$ cat src/common/tapid_params.svh
`ifndef TAPID_PARAMS_SVH
`define TAPID_PARAMS_SVH
// ============================================================
// Instruction register
`define TAPID_IR_W 3
// Codes written MSB on the left, LSB on the right
`define TAPID_IR_EXTEST 3'h0
`define TAPID_IR_IDCODE 3'h1
`define TAPID_IR_SAMPLEZ 3'h2
`define TAPID_IR_PRELOAD 3'h4
`define TAPID_IR_BYPASS 3'h7
`define TAPID_IR_PRIV_A 3'h3
`define TAPID_IR_PRIV_B 3'h5
`define TAPID_IR_PRIV_C 3'h6
`define TAPID_IR_CAPTURE 2'h1
`define TAPID_IR_CAP_MSB 1'h0
// ============================================================
// Data registers
`define TAPID_ID_W 32
`define TAPID_BSR_LEN 8
`define TAPID_BSR_PIN_MASK 8'h3F
`define TAPID_BSR_DEFAULT 8'hC0
`define TAPID_BYP_CAPTURE 1'h0
// ============================================================
// Pin synchroniser lanes
`define TAPID_SYNC_W 11
`define TAPID_PIN_TCK 0
`define TAPID_PIN_TMS 1
`define TAPID_PIN_TDI 2
`define TAPID_PIN_MEM 3
`endif

$ cat src/common/tapid_pkg.sv
`include "tapid_params.svh"
package tapid_pkg;
  // ============================================================
  // TAP controller states
  typedef enum logic [3:0] {
    TAPID_TLR, TAPID_RTI, TAPID_SEL_DR, TAPID_CAP_DR, TAPID_SH_DR, TAPID_EX1_DR,
    TAPID_PA_DR, TAPID_EX2_DR, TAPID_UPD_DR, TAPID_SEL_IR, TAPID_CAP_IR, TAPID_SH_IR,
    TAPID_EX1_IR, TAPID_PA_IR, TAPID_EX2_IR, TAPID_UPD_IR
  } tapid_state_t;
  // ============================================================
  // Decoded instruction
  typedef struct packed {
    logic extest;
    logic id_sel;
    logic bsr_sel;
    logic hiz;
    logic byp_sel;
  } tapid_ctrl_t;
endpackage : tapid_pkg

$ cat src/tapid_fsm.sv
module tapid_fsm import tapid_pkg::*; (
  input wire logic clk_in,
  input wire logic sys_rst_in,
  input wire logic tck_rise_in,
  input wire logic tms_in,
  output tapid_state_t state_out
);
  // ============================================================
  // Next state
  tapid_state_t next_state;
  always_comb begin
    case (state_out)
      TAPID_TLR: next_state = tms_in ? TAPID_TLR : TAPID_RTI;
      TAPID_RTI: next_state = tms_in ? TAPID_SEL_DR : TAPID_RTI;
      TAPID_SEL_DR: next_state = tms_in ? TAPID_SEL_IR : TAPID_CAP_DR;
      TAPID_CAP_DR: next_state = tms_in ? TAPID_EX1_DR : TAPID_SH_DR;
      TAPID_SH_DR: next_state = tms_in ? TAPID_EX1_DR : TAPID_SH_DR;
      TAPID_EX1_DR: next_state = tms_in ? TAPID_UPD_DR : TAPID_PA_DR;
      TAPID_PA_DR: next_state = tms_in ? TAPID_EX2_DR : TAPID_PA_DR;
      TAPID_EX2_DR: next_state = tms_in ? TAPID_UPD_DR : TAPID_SH_DR;
      TAPID_UPD_DR: next_state = tms_in ? TAPID_SEL_DR : TAPID_RTI;
      TAPID_SEL_IR: next_state = tms_in ? TAPID_TLR : TAPID_CAP_IR;
      TAPID_CAP_IR: next_state = tms_in ? TAPID_EX1_IR : TAPID_SH_IR;
      TAPID_SH_IR: next_state = tms_in ? TAPID_EX1_IR : TAPID_SH_IR;
      TAPID_EX1_IR: next_state = tms_in ? TAPID_UPD_IR : TAPID_PA_IR;
      TAPID_PA_IR: next_state = tms_in ? TAPID_EX2_IR : TAPID_PA_IR;
      TAPID_EX2_IR: next_state = tms_in ? TAPID_UPD_IR : TAPID_SH_IR;
      TAPID_UPD_IR: next_state = tms_in ? TAPID_SEL_DR : TAPID_RTI;
      default: next_state = TAPID_TLR;
    endcase
  end

  // Power-up lands in Test-Logic-Reset; five TMS highs return there
  always_ff @(posedge clk_in or posedge sys_rst_in) begin
    if (sys_rst_in) begin
      state_out <= TAPID_TLR;
    end else if (tck_rise_in) begin
      state_out <= next_state;
    end
  end
endmodule : tapid_fsm

$ cat src/tapid_top.sv
`include "tapid_params.svh"
// How it works
// - Bypass code shifts through bypass register
// - Sample/preload captures pin buffers in Capture-DR
// - Non-pin cells capture fixed defaults
// - Sample/preload shifts boundary register in Shift-DR
// - All-zero code runs external test
// - External test never blocks memory inputs
// - External test drives outputs at Update-IR fall
// - External test captures pins and defaults
// - Identification captures ROM, then shifts it
// - Identification active at reset and Test-Logic-Reset
// - High-Z sample floats outputs, shifts boundary
// - Echo clock outputs keep driving
// - Codes read MSB left, LSB right
// - Three-bit instruction shifted in Shift-IR
// - Capture-IR loads 01 into low bits
// - New instruction acts only from Update-IR
// - Bypass is one flip-flop, one TCK delay
module tapid_top import tapid_pkg::*; #(
  // Arbitrary identification value, bit 0 set as the standard asks
  parameter logic [`TAPID_ID_W-1:0] ID_CODE = 32'h0A5A_5001
) (
  input wire logic clk_in,
  input wire logic sys_rst_in,
  input wire logic tck_in,
  input wire logic tms_in,
  input wire logic tdi_in,
  input wire logic [`TAPID_BSR_LEN-1:0] pins_in,
  output logic tdo_out,
  output logic tdo_oe_n_out,
  output logic ext_drive_out,
  output logic [`TAPID_BSR_LEN-1:0] ext_data_out,
  output logic mem_out_hiz_out,
  output logic echo_clock_output_hiz_out
);
  // ============================================================
  // Pin synchronisers
  logic [`TAPID_SYNC_W-1:0] raw;
  logic [`TAPID_SYNC_W-1:0] sync1;
  logic [`TAPID_SYNC_W-1:0] sync2;
  logic [`TAPID_SYNC_W-1:0] sync3;
  logic [`TAPID_SYNC_W-1:0] filt;
  assign raw = {pins_in, tdi_in, tms_in, tck_in};

  genvar g;
  generate
    for (g = 0; g < `TAPID_SYNC_W; g = g + 1) begin : g_sync
      always_ff @(posedge clk_in or posedge sys_rst_in) begin
        if (sys_rst_in) begin
          sync1[g] <= 1'h1;
          sync2[g] <= 1'h1;
          sync3[g] <= 1'h1;
          filt[g] <= 1'h1;
        end else begin
          sync1[g] <= raw[g];
          sync2[g] <= sync1[g];
          sync3[g] <= sync2[g];
          // Only an agreed level counts, so a glitch is ignored
          if (sync2[g] == sync3[g]) begin
            filt[g] <= sync3[g];
          end
        end
      end
    end
  endgenerate

  wire tck_rise = sync2[`TAPID_PIN_TCK] & sync3[`TAPID_PIN_TCK] & ~filt[`TAPID_PIN_TCK];
  wire tck_fall = ~sync2[`TAPID_PIN_TCK] & ~sync3[`TAPID_PIN_TCK] & filt[`TAPID_PIN_TCK];
  wire tms = filt[`TAPID_PIN_TMS];
  wire tdi = filt[`TAPID_PIN_TDI];
  wire [`TAPID_BSR_LEN-1:0] pins_f = filt[`TAPID_PIN_MEM +: `TAPID_BSR_LEN];

  // ============================================================
  // Controller
  tapid_state_t state;
  tapid_fsm u_fsm (
    .clk_in(clk_in),
    .sys_rst_in(sys_rst_in),
    .tck_rise_in(tck_rise),
    .tms_in(tms),
    .state_out(state)
  );

  // ============================================================
  // Instruction decode
  logic [`TAPID_IR_W-1:0] ir_shift;
  logic [`TAPID_IR_W-1:0] ir;
  tapid_ctrl_t ctrl;
  wire is_extest = (ir == `TAPID_IR_EXTEST);
  wire is_id = (ir == `TAPID_IR_IDCODE);
  wire is_hiz = (ir == `TAPID_IR_SAMPLEZ);
  wire is_pre = (ir == `TAPID_IR_PRELOAD);
  wire is_bsr = is_extest | is_hiz | is_pre;
  // Bypass code and every private code select the bypass flop
  assign ctrl = '{extest: is_extest, id_sel: is_id, bsr_sel: is_bsr, hiz: is_hiz,
                  byp_sel: ~is_bsr & ~is_id};

  wire cap_dr = tck_rise & (state == TAPID_CAP_DR);
  wire sh_dr = tck_rise & (state == TAPID_SH_DR);
  wire upd_ir = tck_fall & (state == TAPID_UPD_IR);
  wire upd_dr = tck_fall & (state == TAPID_UPD_DR);

  always_ff @(posedge clk_in or posedge sys_rst_in) begin
    if (sys_rst_in) begin
      ir_shift <= `TAPID_IR_IDCODE;
    end else if (tck_rise && state == TAPID_CAP_IR) begin
      ir_shift <= {`TAPID_IR_CAP_MSB, `TAPID_IR_CAPTURE};
    end else if (tck_rise && state == TAPID_SH_IR) begin
      ir_shift <= {tdi, ir_shift[`TAPID_IR_W-1:1]};
    end
  end

  // Held instruction only moves at Update-IR, or back to identify
  always_ff @(posedge clk_in or posedge sys_rst_in) begin
    if (sys_rst_in) begin
      ir <= `TAPID_IR_IDCODE;
    end else if (state == TAPID_TLR) begin
      ir <= `TAPID_IR_IDCODE;
    end else if (upd_ir) begin
      ir <= ir_shift;
    end
  end

  // ============================================================
  // Data registers
  logic [`TAPID_BSR_LEN-1:0] bsr;
  logic [`TAPID_ID_W-1:0] id_reg;
  logic byp;
  // Pins filtered too; a pin still moving at capture gives no repeatable value
  wire [`TAPID_BSR_LEN-1:0] bsr_capture = (pins_f & `TAPID_BSR_PIN_MASK) |
                                           (`TAPID_BSR_DEFAULT & ~`TAPID_BSR_PIN_MASK);

  always_ff @(posedge clk_in or posedge sys_rst_in) begin
    if (sys_rst_in) begin
      bsr <= `TAPID_BSR_DEFAULT;
    end else if (cap_dr && ctrl.bsr_sel) begin
      bsr <= bsr_capture;
    end else if (sh_dr && ctrl.bsr_sel) begin
      bsr <= {tdi, bsr[`TAPID_BSR_LEN-1:1]};
    end
  end

  always_ff @(posedge clk_in or posedge sys_rst_in) begin
    if (sys_rst_in) begin
      id_reg <= ID_CODE;
    end else if (cap_dr && ctrl.id_sel) begin
      id_reg <= ID_CODE;
    end else if (sh_dr && ctrl.id_sel) begin
      id_reg <= {tdi, id_reg[`TAPID_ID_W-1:1]};
    end
  end

  always_ff @(posedge clk_in or posedge sys_rst_in) begin
    if (sys_rst_in) begin
      byp <= `TAPID_BYP_CAPTURE;
    end else if (cap_dr && ctrl.byp_sel) begin
      byp <= `TAPID_BYP_CAPTURE;
    end else if (sh_dr && ctrl.byp_sel) begin
      byp <= tdi;
    end
  end

  // ============================================================
  // Output drive
  // Loading on Update-IR lets a fresh external test drive at once
  wire hold_load = (upd_ir && ir_shift == `TAPID_IR_EXTEST) || (upd_dr && ctrl.bsr_sel);
  always_ff @(posedge clk_in or posedge sys_rst_in) begin
    if (sys_rst_in) begin
      ext_data_out <= `TAPID_BSR_DEFAULT;
    end else if (hold_load) begin
      ext_data_out <= bsr;
    end
  end
  // Only outputs are steered; memory inputs pass untouched
  assign ext_drive_out = ctrl.extest;
  assign mem_out_hiz_out = ctrl.hiz;
  assign echo_clock_output_hiz_out = 1'h0;

  // ============================================================
  // Test data out, launched on the falling edge
  wire dr_bit = ctrl.bsr_sel ? bsr[0] : (ctrl.id_sel ? id_reg[0] : byp);
  wire in_sh_dr = (state == TAPID_SH_DR);
  wire in_sh_ir = (state == TAPID_SH_IR);
  always_ff @(posedge clk_in or posedge sys_rst_in) begin
    if (sys_rst_in) begin
      tdo_out <= 1'h0;
      tdo_oe_n_out <= 1'h1;
    end else if (tck_fall) begin
      tdo_out <= in_sh_ir ? ir_shift[0] : dr_bit;
      tdo_oe_n_out <= ~(in_sh_dr | in_sh_ir);
    end
  end
endmodule : tapid_top

$ cat config.mk
export PLATFORM = sky130hd
export DESIGN_NAME = tapid_top
export DESIGN_NICKNAME = d
export VERILOG_FILES = /design/src/common/tapid_pkg.sv /design/src/tapid_fsm.sv /design/src/tapid_top.sv
export VERILOG_INCLUDE_DIRS = /design/src /design/src/common
export SDC_FILE = /design/constraint.sdc
export NUM_CORES = 1
export LEC_CHECK = 0
export BUFFER_PORTS_ARGS = -buffer_cell sky130_fd_sc_hd__buf_2
export CORE_ASPECT_RATIO = 0.7
export CORE_UTILIZATION = 59
export CTS_CLUSTER_SIZE = 20
export DETAILED_ROUTE_END_ITERATION = 7
export HOLD_SLACK_MARGIN = 0.06
export PLACE_DENSITY = 0.78
export SYNTH_ARGS = -nofsm -noshare
export SYNTH_HDL_FRONTEND = slang
export SYNTH_SLANG_ARGS = --single-unit
$ cat constraint.sdc
create_clock -name clk_in -period 2.95 [get_ports clk_in]
set_input_delay 0.295 -clock clk_in [delete_from_list [all_inputs] [get_ports clk_in]]
set_output_delay 0.295 -clock clk_in [all_outputs]
set_load 0.05 [all_outputs]
# == Yosys cells after proc, flatten, opt, wreduce, memory -nomap -nowiden ==
# Cells that the tools add are included.
# totals
ff_bits,97
in_bits,13
output_inout_bits,13
elab_cells,138
# classes
eq_ne,27
n_mux,26
bitwise,18
reduce_logical,22
# op_table
operator,n
$mux W32,2
$pmux W4 S12,1
$eq A4 B4 Y1 const B,8
$mux W3,6
$eq A4 B3 Y1 const B,4
$mux W4,4
$mux W8,2
$logic_and A1 B1 Y1,10
$reduce_bool A2 Y1,5
$and A1 B1 Y1,9
$eq A1 B1 Y1,9
$eq A4 B2 Y1 const B,2
$mux W1,8
$logic_not A3 Y1,2
$mux W2,3
$not A1 Y1,6
$eq A4 B1 Y1 const B,1
$logic_not A4 Y1,1
$reduce_or A2 Y1,2
$eq A3 B1 Y1 const B,1
$eq A3 B2 Y1 const B,1
$eq A3 B3 Y1 const B,1
$or A1 B1 Y1,3
$reduce_or A3 Y1,1
$logic_or A1 B1 Y1,1

# == Logic depth before layout (Yosys ltp) ==
# Gate-level depths: netlist (run 1).
# depth
ltp_word,8
ltp_mapped,7
mapped_depth_nobuf,6

# == Modules after synthesis ==
# From an unflattened synthesis (run 1), not the netlist that was laid out.
# unflattened
cells_unflattened,354
hier_area_um2,4020.1
# modules_own_cells
module,n_inst,cells_per_inst,area_each_um2,seq_area_each_um2
tapid_top,1,310,3669.8,2392.3
tapid_fsm,1,44,350.3,100.1

# == Worst setup path after synthesis (run 1) ==
# Ideal clock, no wire load.
# synth_timing
kind,register to output
startpoint,register ir[1]
endpoint,output mem_out_hiz_out
t_arrival_ps,1744
required_ps,2655
slack_ps,911
stages_incl_launch_ff,3
path_buffers,1
cell_sequence,dfrtp_1 -> clkbuf_1 -> nor3b_1
# synth_between
elab_chain_cells,1
# synth_lines
item,line,text
start: declaration,tapid_top.sv:88,logic [`TAPID_IR_W-1:0] ir;
start signal: assignment,tapid_top.sv:117,ir <= `TAPID_IR_IDCODE;
start signal: assignment,tapid_top.sv:119,ir <= `TAPID_IR_IDCODE;
start signal: assignment,tapid_top.sv:121,ir <= ir_shift;
$eq A3 B2 Y1 (no source line),-,
end: declaration,tapid_top.sv:34,"output logic mem_out_hiz_out,"
# Every way passes these cells.

# == Worst setup path in the final report (run 1) ==
# layout_timing
startpoint,register u_fsm.state_out[0]
endpoint,register bsr[0]
# layout_between
elab_chain_cells,4
elab_cells_between_ends,8
classes_between,2 x eq/ne; 1 x mux; 2 x bitwise; 3 x reduce/logical
# layout_lines
item,line,text
start: declaration,tapid_fsm.sv:6,output tapid_state_t state_out
start signal: assignment,tapid_fsm.sv:38,state_out <= next_state;
$eq A4 B2 Y1 / $eq A4 B3 Y1 (equally long branches),"tapid_top.sv:99, tapid_top.sv:100",
"$and A1 B1 Y1, on equally long branches","tapid_top.sv:99, tapid_top.sv:100",
"$logic_and A1 B1 Y1, on equally long branches","tapid_top.sv:137, tapid_top.sv:139",
$mux W8 / $reduce_bool A2 Y1 (equally long branches),-,
end signal: assignment,tapid_top.sv:136,bsr <= `TAPID_BSR_DEFAULT;
end signal: assignment,tapid_top.sv:138,bsr <= bsr_capture;
end signal: assignment,tapid_top.sv:140,"bsr <= {tdi, bsr[`TAPID_BSR_LEN-1:1]};"
end: declaration,tapid_top.sv:127,logic [`TAPID_BSR_LEN-1:0] bsr;
# Parallel ways exist; a longest one is shown, timed or not.
# A chain may end at the register's enable or synchronous reset.

==> impl_metrics.tcl, run 1 <==
set metrics [dict create \
    grt_max_degree 65 \
    die_width_um 99.4 \
    clk_pin_slew_ns 0.09 \
    drc_errors 0 \
    synth_ff_type "dfstp_2" \
    ys_ff_latch 97 \
    cp_max_fo 22 \
    fin_skew_ns 0.00432 \
    drtAntennaViolNets 0 \
    syn-cell-area_um2 3920 \
    cts_made_buffers 9 \
    setup_ws_ns 0.542 \
    coreArea_um2 6340 \
    vias 2563 \
    slew_violations 0 \
    grt_pass1_wl_um 12000 \
    initial_utilization_pct 61.9 \
    maxSlewHeadroom_pct 23.4 \
    min_period_ns 2.41 \
    routabilityCongestion 0.795 \
    layout.nets 398 \
    dp.cells 453 \
    ys_seq_area_share_pct 63.6 \
    crit_arrival_ns 2.59 \
    worst_pin_slew_ns 1.14 \
    startpoint "u_fsm.state_out[0]" \
    synth_top_area_share_pct 34.8 \
    setup_viol 0 \
    yosysMostFrequentCell "nand2_1" \
    syn_inst 357 \
    yosysTopAreaCell "dfstp_2" \
    tritoncts "yes" \
    grt_use_total_pct 22.7 \
    end_kind "flip-flop" \
    largest_register_ffs 32 \
    syn_nets 372 \
    root_buffer "clkbuf_8" \
    synth_area_leaders "dfstp_2, dfrtp_1, nand2_1" \
    drtIter0Drc 191 \
    ys.warnings.count 0 \
    wl_per_cell_um 14.2 \
    dp.final_hpwl_um 4170 \
    grt_overflow 0 \
    yosysUniqueCellTypes 44 \
    rsz0062_at_grt "no" \
    cts_sinks 97 \
    clk_path_buf_depth 2 \
    insertion_delay_ns 0.36 \
    p_per_area_nw_per_um2 631 \
    synth_edf_count 0 \
    die_area_um2 6980 \
    ir_drop_mv 0.397 \
    grt_pass1_vias 2546 \
    required_ns 3.13 \
    fmax_ghz 0.415 \
    rows 24 \
    critical_path_class "flip-flop to flip-flop" \
    postSynthAreaPerCell_um2 11.0 \
    tns_ns 0 \
    finalPower_mw 2.79 \
    finalHoldViolations 0 \
    async_flop_share_pct 100 \
    fin_crit_sh_pct 81.6 \
    worstHoldStart "sync1[3]" \
    max_cap_viol_count 0 \
    instances_no_fill 479 \
    wl_um 6820 \
    antenna_found_initial 0 \
    die_y_um 70.2 \
    preCtsSetupSlack_ns 0.653 \
    drtPass1Iterations 4 \
    drive_gt1_share_pct 27.8 \
    start_kind "flip-flop" \
    avgViaCountPerCell 5.35 \
    status "completed" \
    htree_levels 3 \
    r2r_start "u_fsm.state_out[0]" \
    min_path_type "flip-flop to flip-flop" \
    syn_to_final_growth_pct 12.9 \
    synth_common_cells "nand2_1, dfstp_2, o21ai_0" \
    pin_count 26 \
    p_leak_nw 1.88 \
    io_buffer_count 22 \
    diodes 0 \
]
## worst paths after layout
path	endpoint	slack, ns	cells after the start
max reg2reg	bsr[0]	0.54	3
max	bsr[0]	0.54	3
min reg2reg	sync2[3]	0.36	0
min in group asynchronous	ext_data_out[4]	0.59	3
max in group asynchronous	ext_data_out[6]	1.61	4
min	sync2[3]	0.36	0
## what timing repair did
item | in CTS | in global routing
setup buffers | 0 | 0
endpoints found under the hold margin | 20 | 0
resized for setup | 0 | 0
hold buffers | 10 | 0
## cell type report
| cell class | instances | area [um2] |
|---|---|---|
| Multi-Input combinational cell | 232 | 1330 |
| Clock inverter | 6 | 63.8 |
| Clock buffer | 10 | 138 |
| Timing Repair Buffer | 36 | 265 |
| Sequential cell | 97 | 2490 |
| Fill cell | 456 | 1910 |
| Tap cell | 91 | 114 |
| Inverter | 7 | 27.5 |
## stage by stage
stage	cell area [um2]	hold slack [ns]	utilization, %
6_report	4430	0.359	69.9
5_1_grt	4430	0.365	69.9
4_1_cts	4430	0.360	69.9
3_5_place_dp	4130	0.347	65.1
3_3_place_gp	4130	0.346	65.1
2_1_floorplan	3920	0.299	-
## report_power, final
part / internal (mW) / switching, mW / total [mW]
clock: 0.417 / 0.442 / 0.859
combinational: 0.145 / 0.211 / 0.355
sequential: 1.44 / 0.138 / 1.58
## cells in the final DEF (no fill, tap or decap), types with 3 or more instances in the layout
master,instances
nand2_1,76
dfstp_2,52
o21ai_0,49
dfrtp_1,45
buf_2,22
nor2_1,17
a21oi_1,11
clkbuf_8,10
dlygate4sd3_1,10
mux2i_1,9
mux2_2,8
nor2b_1,8
maj3_1,8
inv_1,5
nor3b_1,4
nor3_1,4
nand3_1,4
nand2b_1,3
clkinv_2,3
## per-layer routing
| layer | up-vias | global-route usage (%) | wire (um) |
|---|---|---|---|
| met5 | - | 0 | 0 |
| met4 | 0 | 7.84 | 122 |
| met3 | 12 | 7.51 | 296 |
| met2 | 50 | 35.2 | 3100 |
| met1 | 1240 | 30.3 | 3300 |
| li1 | 1261 | - | - |
## cells by family after synthesis
kind of cell    synth area share [%]
buf+inv                         2.84
simple gates                    14.4
compound gates                  11.6
flops                           63.6
mux                             4.59
fa+ha+maj                       2.68
xor+xnor                       0.223
other cells                   0.0956
## worst max-delay path: stages, from the launching register on
cell	delay (ns)
dfrtp_1	0.61
and3b_1	0.36
o211ai_1	0.93
o21ai_0	0.31
Power figures use the tool's default switching activity.
==> inputs of run 2 (changes only) <==
- ABC_AREA: not set -> 1
- CORE_UTILIZATION: 59 -> 60
- PLACE_DENSITY: 0.78 -> 0.79
- clock period: 2.95 -> 2.4 ns (I/O delays scaled with it)
==> impl_metrics.tcl, run 2 <==
set metrics [dict create \
    p_leak_nw 2.23 \
    drive_gt1_share_pct 26.3 \
    io_buffer_count 22 \
    max_cap_viol_count 0 \
    postSynthAreaPerCell_um2 9.68 \
    ir_drop_mv 0.545 \
    wl_per_cell_um 13.2 \
    max_stage_delay_ns 0.56 \
    clk_path_buf_depth 2 \
    yosysTopAreaCell "dfstp_2" \
    fin_skew_ns 0.0116 \
    cts_made_buffers 9 \
    antenna_found_initial 0 \
    critical_path_class "flip-flop to flip-flop" \
    synth_edf_count 0 \
    syn_inst 426 \
    placed_area_um2 4280 \
    async_flop_share_pct 100 \
    routabilityCongestion 0.892 \
    crit_arrival_ns 2.29 \
    p_per_area_nw_per_um2 821 \
    crit_chain "ha_1 > inv_1 > nor2_4 > inv_2 > nor2_1 > nand2_1 > nand2_2 > inv_2 > nand2_1 > nand2_1" \
    drc_errors 0 \
    cts_sinks 97 \
    worst-r2r-setup-slack_ns 0.36 \
    synth_top_area_share_pct 33.1 \
    largest_register_ffs 32 \
    layout.nets 474 \
    pin_count 26 \
    required_ns 2.65 \
    ys_ff_latch 97 \
    status "completed" \
    drtPass1Iterations 5 \
    cpMostUsedCell "nand2_1" \
    r2r_start "sync2[0]" \
    die_area_um2 7210 \
    worstHoldStart "sync1[1]" \
    end_kind "flip-flop" \
    critPathSlowestCell "dfstp_2" \
    grt_overflow 0 \
    min_period_ns 2.04 \
    insertion_delay_ns 0.36 \
    setup_ws_ns 0.365 \
    fin_crit_sh_pct 84.8 \
    coreArea_um2 6430 \
    diodes 0 \
    tns_ns 0 \
    syn_to_final_growth_pct 11.3 \
    initial_utilization_pct 64.2 \
    clk_pin_slew_ns 0.09 \
    drtAntennaViolNets 0 \
    synth_ff_type "dfstp_2" \
    yosysUniqueCellTypes 32 \
    dp.cells 529 \
    cp_max_fo 10 \
    drtIter0Drc 205 \
    final_cell_area_um2 4590 \
    setup_viol 0 \
    cts_setup_buffers 0 \
    die_width_um 101 \
    crit_buf_inv 3 \
    ff2ff_path_depth 10 \
    finalHoldViolations 0 \
    layout_common_cells "nand2_1, dfstp_2, nand3_1, dfrtp_1, inv_1" \
    r2r-end "bsr[2]" \
    rsz0062_at_grt "no" \
    ys.warnings.count 0 \
    wl_um 7300 \
    vias 2875 \
    grt_pass1_vias 2866 \
    grt_max_degree 98 \
    start_kind "flip-flop" \
    layout_commonest_cell "nand2_1" \
    synth_common_cells "nand2_1, dfstp_2, nand3_1" \
    ys_seq_area_share_pct 60.5 \
    dp.final_hpwl_um 4650 \
    fmax_ghz 0.491 \
    tritoncts "yes" \
    worst_hold_path.num_cells 0 \
    htree_levels 3 \
    syn-cell-area_um2 4120 \
    grt_pass1_wl_um 12700 \
    avgViaCountPerCell 5.18 \
    instances_no_fill 555 \
    root_buffer "clkbuf_8" \
    preCtsSetupSlack_ns 0.382 \
    die_y_um 71.4 \
    yosysMostFrequentCell "nand2_1" \
    grt_use_total_pct 23.1 \
    min_path_type "flip-flop to flip-flop" \
    rows 24 \
    worst_path_dominant_cell_family "simple AND/OR/NAND/NOR gates" \
    slew_violations 0 \
    synth_area_leaders "dfstp_2, dfrtp_1, nand2_1" \
    syn_nets 441 \
    holdPathEnd "sync2[1]" \
]
## run 2: cell count changes in the layout (fill, tap and decap cells not counted), sizes merged, moves of 6 or more
| cell | change |
|---|---|
| or2 | +6 |
| nand2 | +64 |
| nor2 | +11 |
| o21ai | -20 |
| mux2 | -8 |
| nor2b | -8 |
| mux2i | -9 |
| inv | +32 |
| a21oi | -8 |
| nand3 | +47 |
## run 2: layout make-up
class,instances,area [um2]
inverters,38,153
fillers,491,1840
repair buffers,37,260
multi-input cells,276,1360
well taps,91,114
flip-flops and latches,97,2490
clock buffers,11,141
clock inverters,5,67.6
## run 2: worst max path at each step
stage / endpoint / slack [ns] / from / cells past startpoint
6_report: bsr[2] / 0.36 / sync2[0] / 10
5_1_grt: bsr[2] / 0.18 / sync2[0] / 10
4_1_cts: bsr[2] / 0.36 / sync2[0] / 10
3_5_place_dp: bsr[2] / 0.38 / sync2[0] / 10
3_3_place_gp: id_reg[6] / 0.46 / sync2[0] / 10
2_1_floorplan: ext_drive_out / 0.66 / ir[2] / 1
## run 2: logic make-up (layout without fill, tap and decap cells)
family | count (synthesis) | in the layout | share of synthesized area (%)
simple gates | 229 | 229 | 25.6
flops | 97 | 97 | 60.5
buf+inv | 53 | 91 | 6.52
compound gates | 36 | 36 | 4.80
fa+ha+maj | 10 | 10 | 2.55
other cells | 1 | 1 | 0.0910
## run 2: repair_timing
item / 4_1_cts / 5_1_grt
resized for setup: 0 / 0
endpoints found under the hold margin: 54 / 0
hold buffers: 10 / 0
setup endpoints to repair: 0 / 0
## run 2: worst reg2reg max path, cell delays in order (launching register included)
cell and delay [ns]:
dfstp_2 0.56, ha_1 0.14, inv_1 0.05, nor2_4 0.19, inv_2 0.14, nor2_1 0.15, nand2_1 0.20, nand2_2 0.24
inv_2 0.11, nand2_1 0.08, nand2_1 0.07
## run 2: power breakdown
group / internal (mW) / total, mW / leakage (nW) / switching [mW]
clock network: 0.529 / 1.10 / 0.107 / 0.571
registers: 1.81 / 1.95 / 1.16 / 0.145
logic: 0.227 / 0.715 / 0.954 / 0.488
## run 2: routing by layer
layer  wire (um)  vias to the layer above  GRT usage [%]
met5           0                        -              0
met4         131                        0           9.66
met3         343                       16           5.85
met2        3380                       62           36.8
met1        3440                     1383           30.6
li1            -                     1414              -
## run 2: per-stage QoR
step / utilization [%] / hold slack, ns / power, mW
final: 71.4 / 0.350 / 3.77
after global routing: 71.4 / 0.355 / 3.95
after CTS: 71.4 / 0.351 / 3.78
after detailed placement: 66.6 / 0.346 / 2.66
after global placement: 66.6 / 0.346 / 2.63
after floorplan: - / 0.244 / 2.54
==> inputs of run 3 (changes only) <==
- CORE_UTILIZATION: 60 -> 54
- PLACE_DENSITY: 0.79 -> 0.75
- clock period: 2.4 -> 1.8 ns (I/O delays scaled with it)
==> impl_metrics.tcl, run 3 (synthesis results as in run 2) <==
set metrics [dict create \
    initial_utilization_pct 56.1 \
    utilization_pct 65.8 \
    drtPass1Iterations 4 \
    instances_no_fill 583 \
    insertion_delay_ns 0.36 \
    routabilityCongestion 0.897 \
    dp.final_hpwl_um 5040 \
    critical_path_class "flip-flop to flip-flop" \
    io_buffer_count 22 \
    fmax_ghz 0.574 \
    wl_um 7410 \
    pin_count 26 \
    setup_viol 0 \
    rsz0062_at_grt "no" \
    layout_common_cells "nand2_1, dfstp_2, nand3_1, dfrtp_1, inv_1" \
    p_sw_mw 1.59 \
    rows 26 \
    tritoncts "yes" \
    grt_overflow 0 \
    drive_gt1_share_pct 31.1 \
    start_kind "flip-flop" \
    fillers 604 \
    final_cell_area_um2 4840 \
    vias 2904 \
    grt_pass1_wl_um 12400 \
    drtIter0Drc 171 \
    htree_levels 3 \
    min_period_ns 1.74 \
    cts_made_buffers 9 \
    dp.cells 553 \
    finalPower_mw 5.15 \
    tns_ns 0 \
    syn_to_final_growth_pct 17.3 \
    layout_commonest_cell "nand2_1" \
    p_per_area_nw_per_um2 1060 \
    grt_max_degree 42 \
    clkPwrFrac_pct 29.4 \
    ir_drop_mv 0.610 \
    required_ns 2.06 \
    max_cap_viol_count 0 \
    slew_violations 0 \
    crit_arrival_ns 2.00 \
    die_y_um 75.1 \
    grt_use_total_pct 20.6 \
    p_leak_nw 2.34 \
    die_area_um2 7990 \
    root_buffer "clkbuf_8" \
    clk_path_buf_depth 2 \
    fin_skew_ns 0.0104 \
    die_width_um 106 \
    p_seq_share_pct 50.4 \
    placed_area_um2 4430 \
    wl_per_cell_um 12.7 \
    min_path_type "flip-flop to flip-flop" \
    drc_errors 0 \
    switching_share_pct 30.9 \
    end_kind "flip-flop" \
    clk_pin_slew_ns 0.09 \
    antenna_found_initial 0 \
    status "completed" \
    p_int_mw 3.56 \
    drtAntennaViolNets 0 \
    coreArea_um2 7350 \
    cts_sinks 97 \
    p_comb_share_pct 20.1 \
    avgViaCountPerCell 4.98 \
    diodes 0 \
    grt_pass1_vias 2661 \
    fin_crit_sh_pct 96.8 \
    cp_max_fo 5 \
    largest_register_ffs 32 \
    finalHoldViolations 0 \
    layout.nets 495 \
]
[run 3: path summary, 6_finish.rpt]
check                            from  cells past startpoint  slack (ns)        to
max                          sync2[0]                      8        0.06    bsr[0]
min                          sync1[6]                      0        0.36  sync2[6]
max reg2reg                  sync2[0]                      8        0.06    bsr[0]
min reg2reg                  sync1[6]                      0        0.36  sync2[6]
max in group asynchronous  sys_rst_in                      4        0.88  sync2[1]
min in group asynchronous  sys_rst_in                      3        0.45  sync1[7]
[run 3: stage by stage]
stage,worst slack [ns],hold slack [ns]
finish,0.0573,0.358
global route,0.00114,0.363
CTS,0.00857,0.358
detailed placement,0.0259,0.285
global placement,0.0950,0.276
floorplan,0.119,0.184
[run 3: power groups by stage]
stage	Combinational, mW	Sequential [mW]	Clock (mW)
6_report	1.04	2.60	1.51
5_1_grt	1.16	2.62	1.64
4_1_cts	1.02	2.60	1.56
3_5_place_dp	0.994	2.63	0
3_3_place_gp	0.982	2.62	0
2_1_floorplan	0.831	2.56	0
[run 3: final cells by class]
cell class | count | area, um2 | area share, %
multi-input cells | 276 | 1400 | 28.9
clock buffers | 12 | 166 | 3.44
inverters | 38 | 155 | 3.21
repair buffers | 58 | 447 | 9.24
clock inverters | 4 | 56.3 | 1.16
flip-flops and latches | 97 | 2490 | 51.5
well taps | 98 | 123 | 2.54
[run 3: metal layers]
layer	GRT usage (%)	up-vias	share of wire, %
met2	32.3	67	46
met5	0	-	0
li1	-	1455	-
met4	8.22	0	0.77
met3	5.28	5	5.6
met1	28.0	1377	48
[run 3: timing repair]
item	in CTS	in global routing
endpoints found under the hold margin	56	0
pin swaps	1	1
hold buffers	10	0
setup endpoints to repair	1	39
resized for setup	0	12
setup buffers	3	1
[run 3: worst max-delay path, cell delays in order, from the launching register on]
cell and delay [ns]:
dfstp_2 0.56, ha_2 0.17, inv_2 0.04, nor2_4 0.13
nand3_4 0.15, buf_4 0.17, or2_2 0.27, nand3_1 0.09
nand2_1 0.05
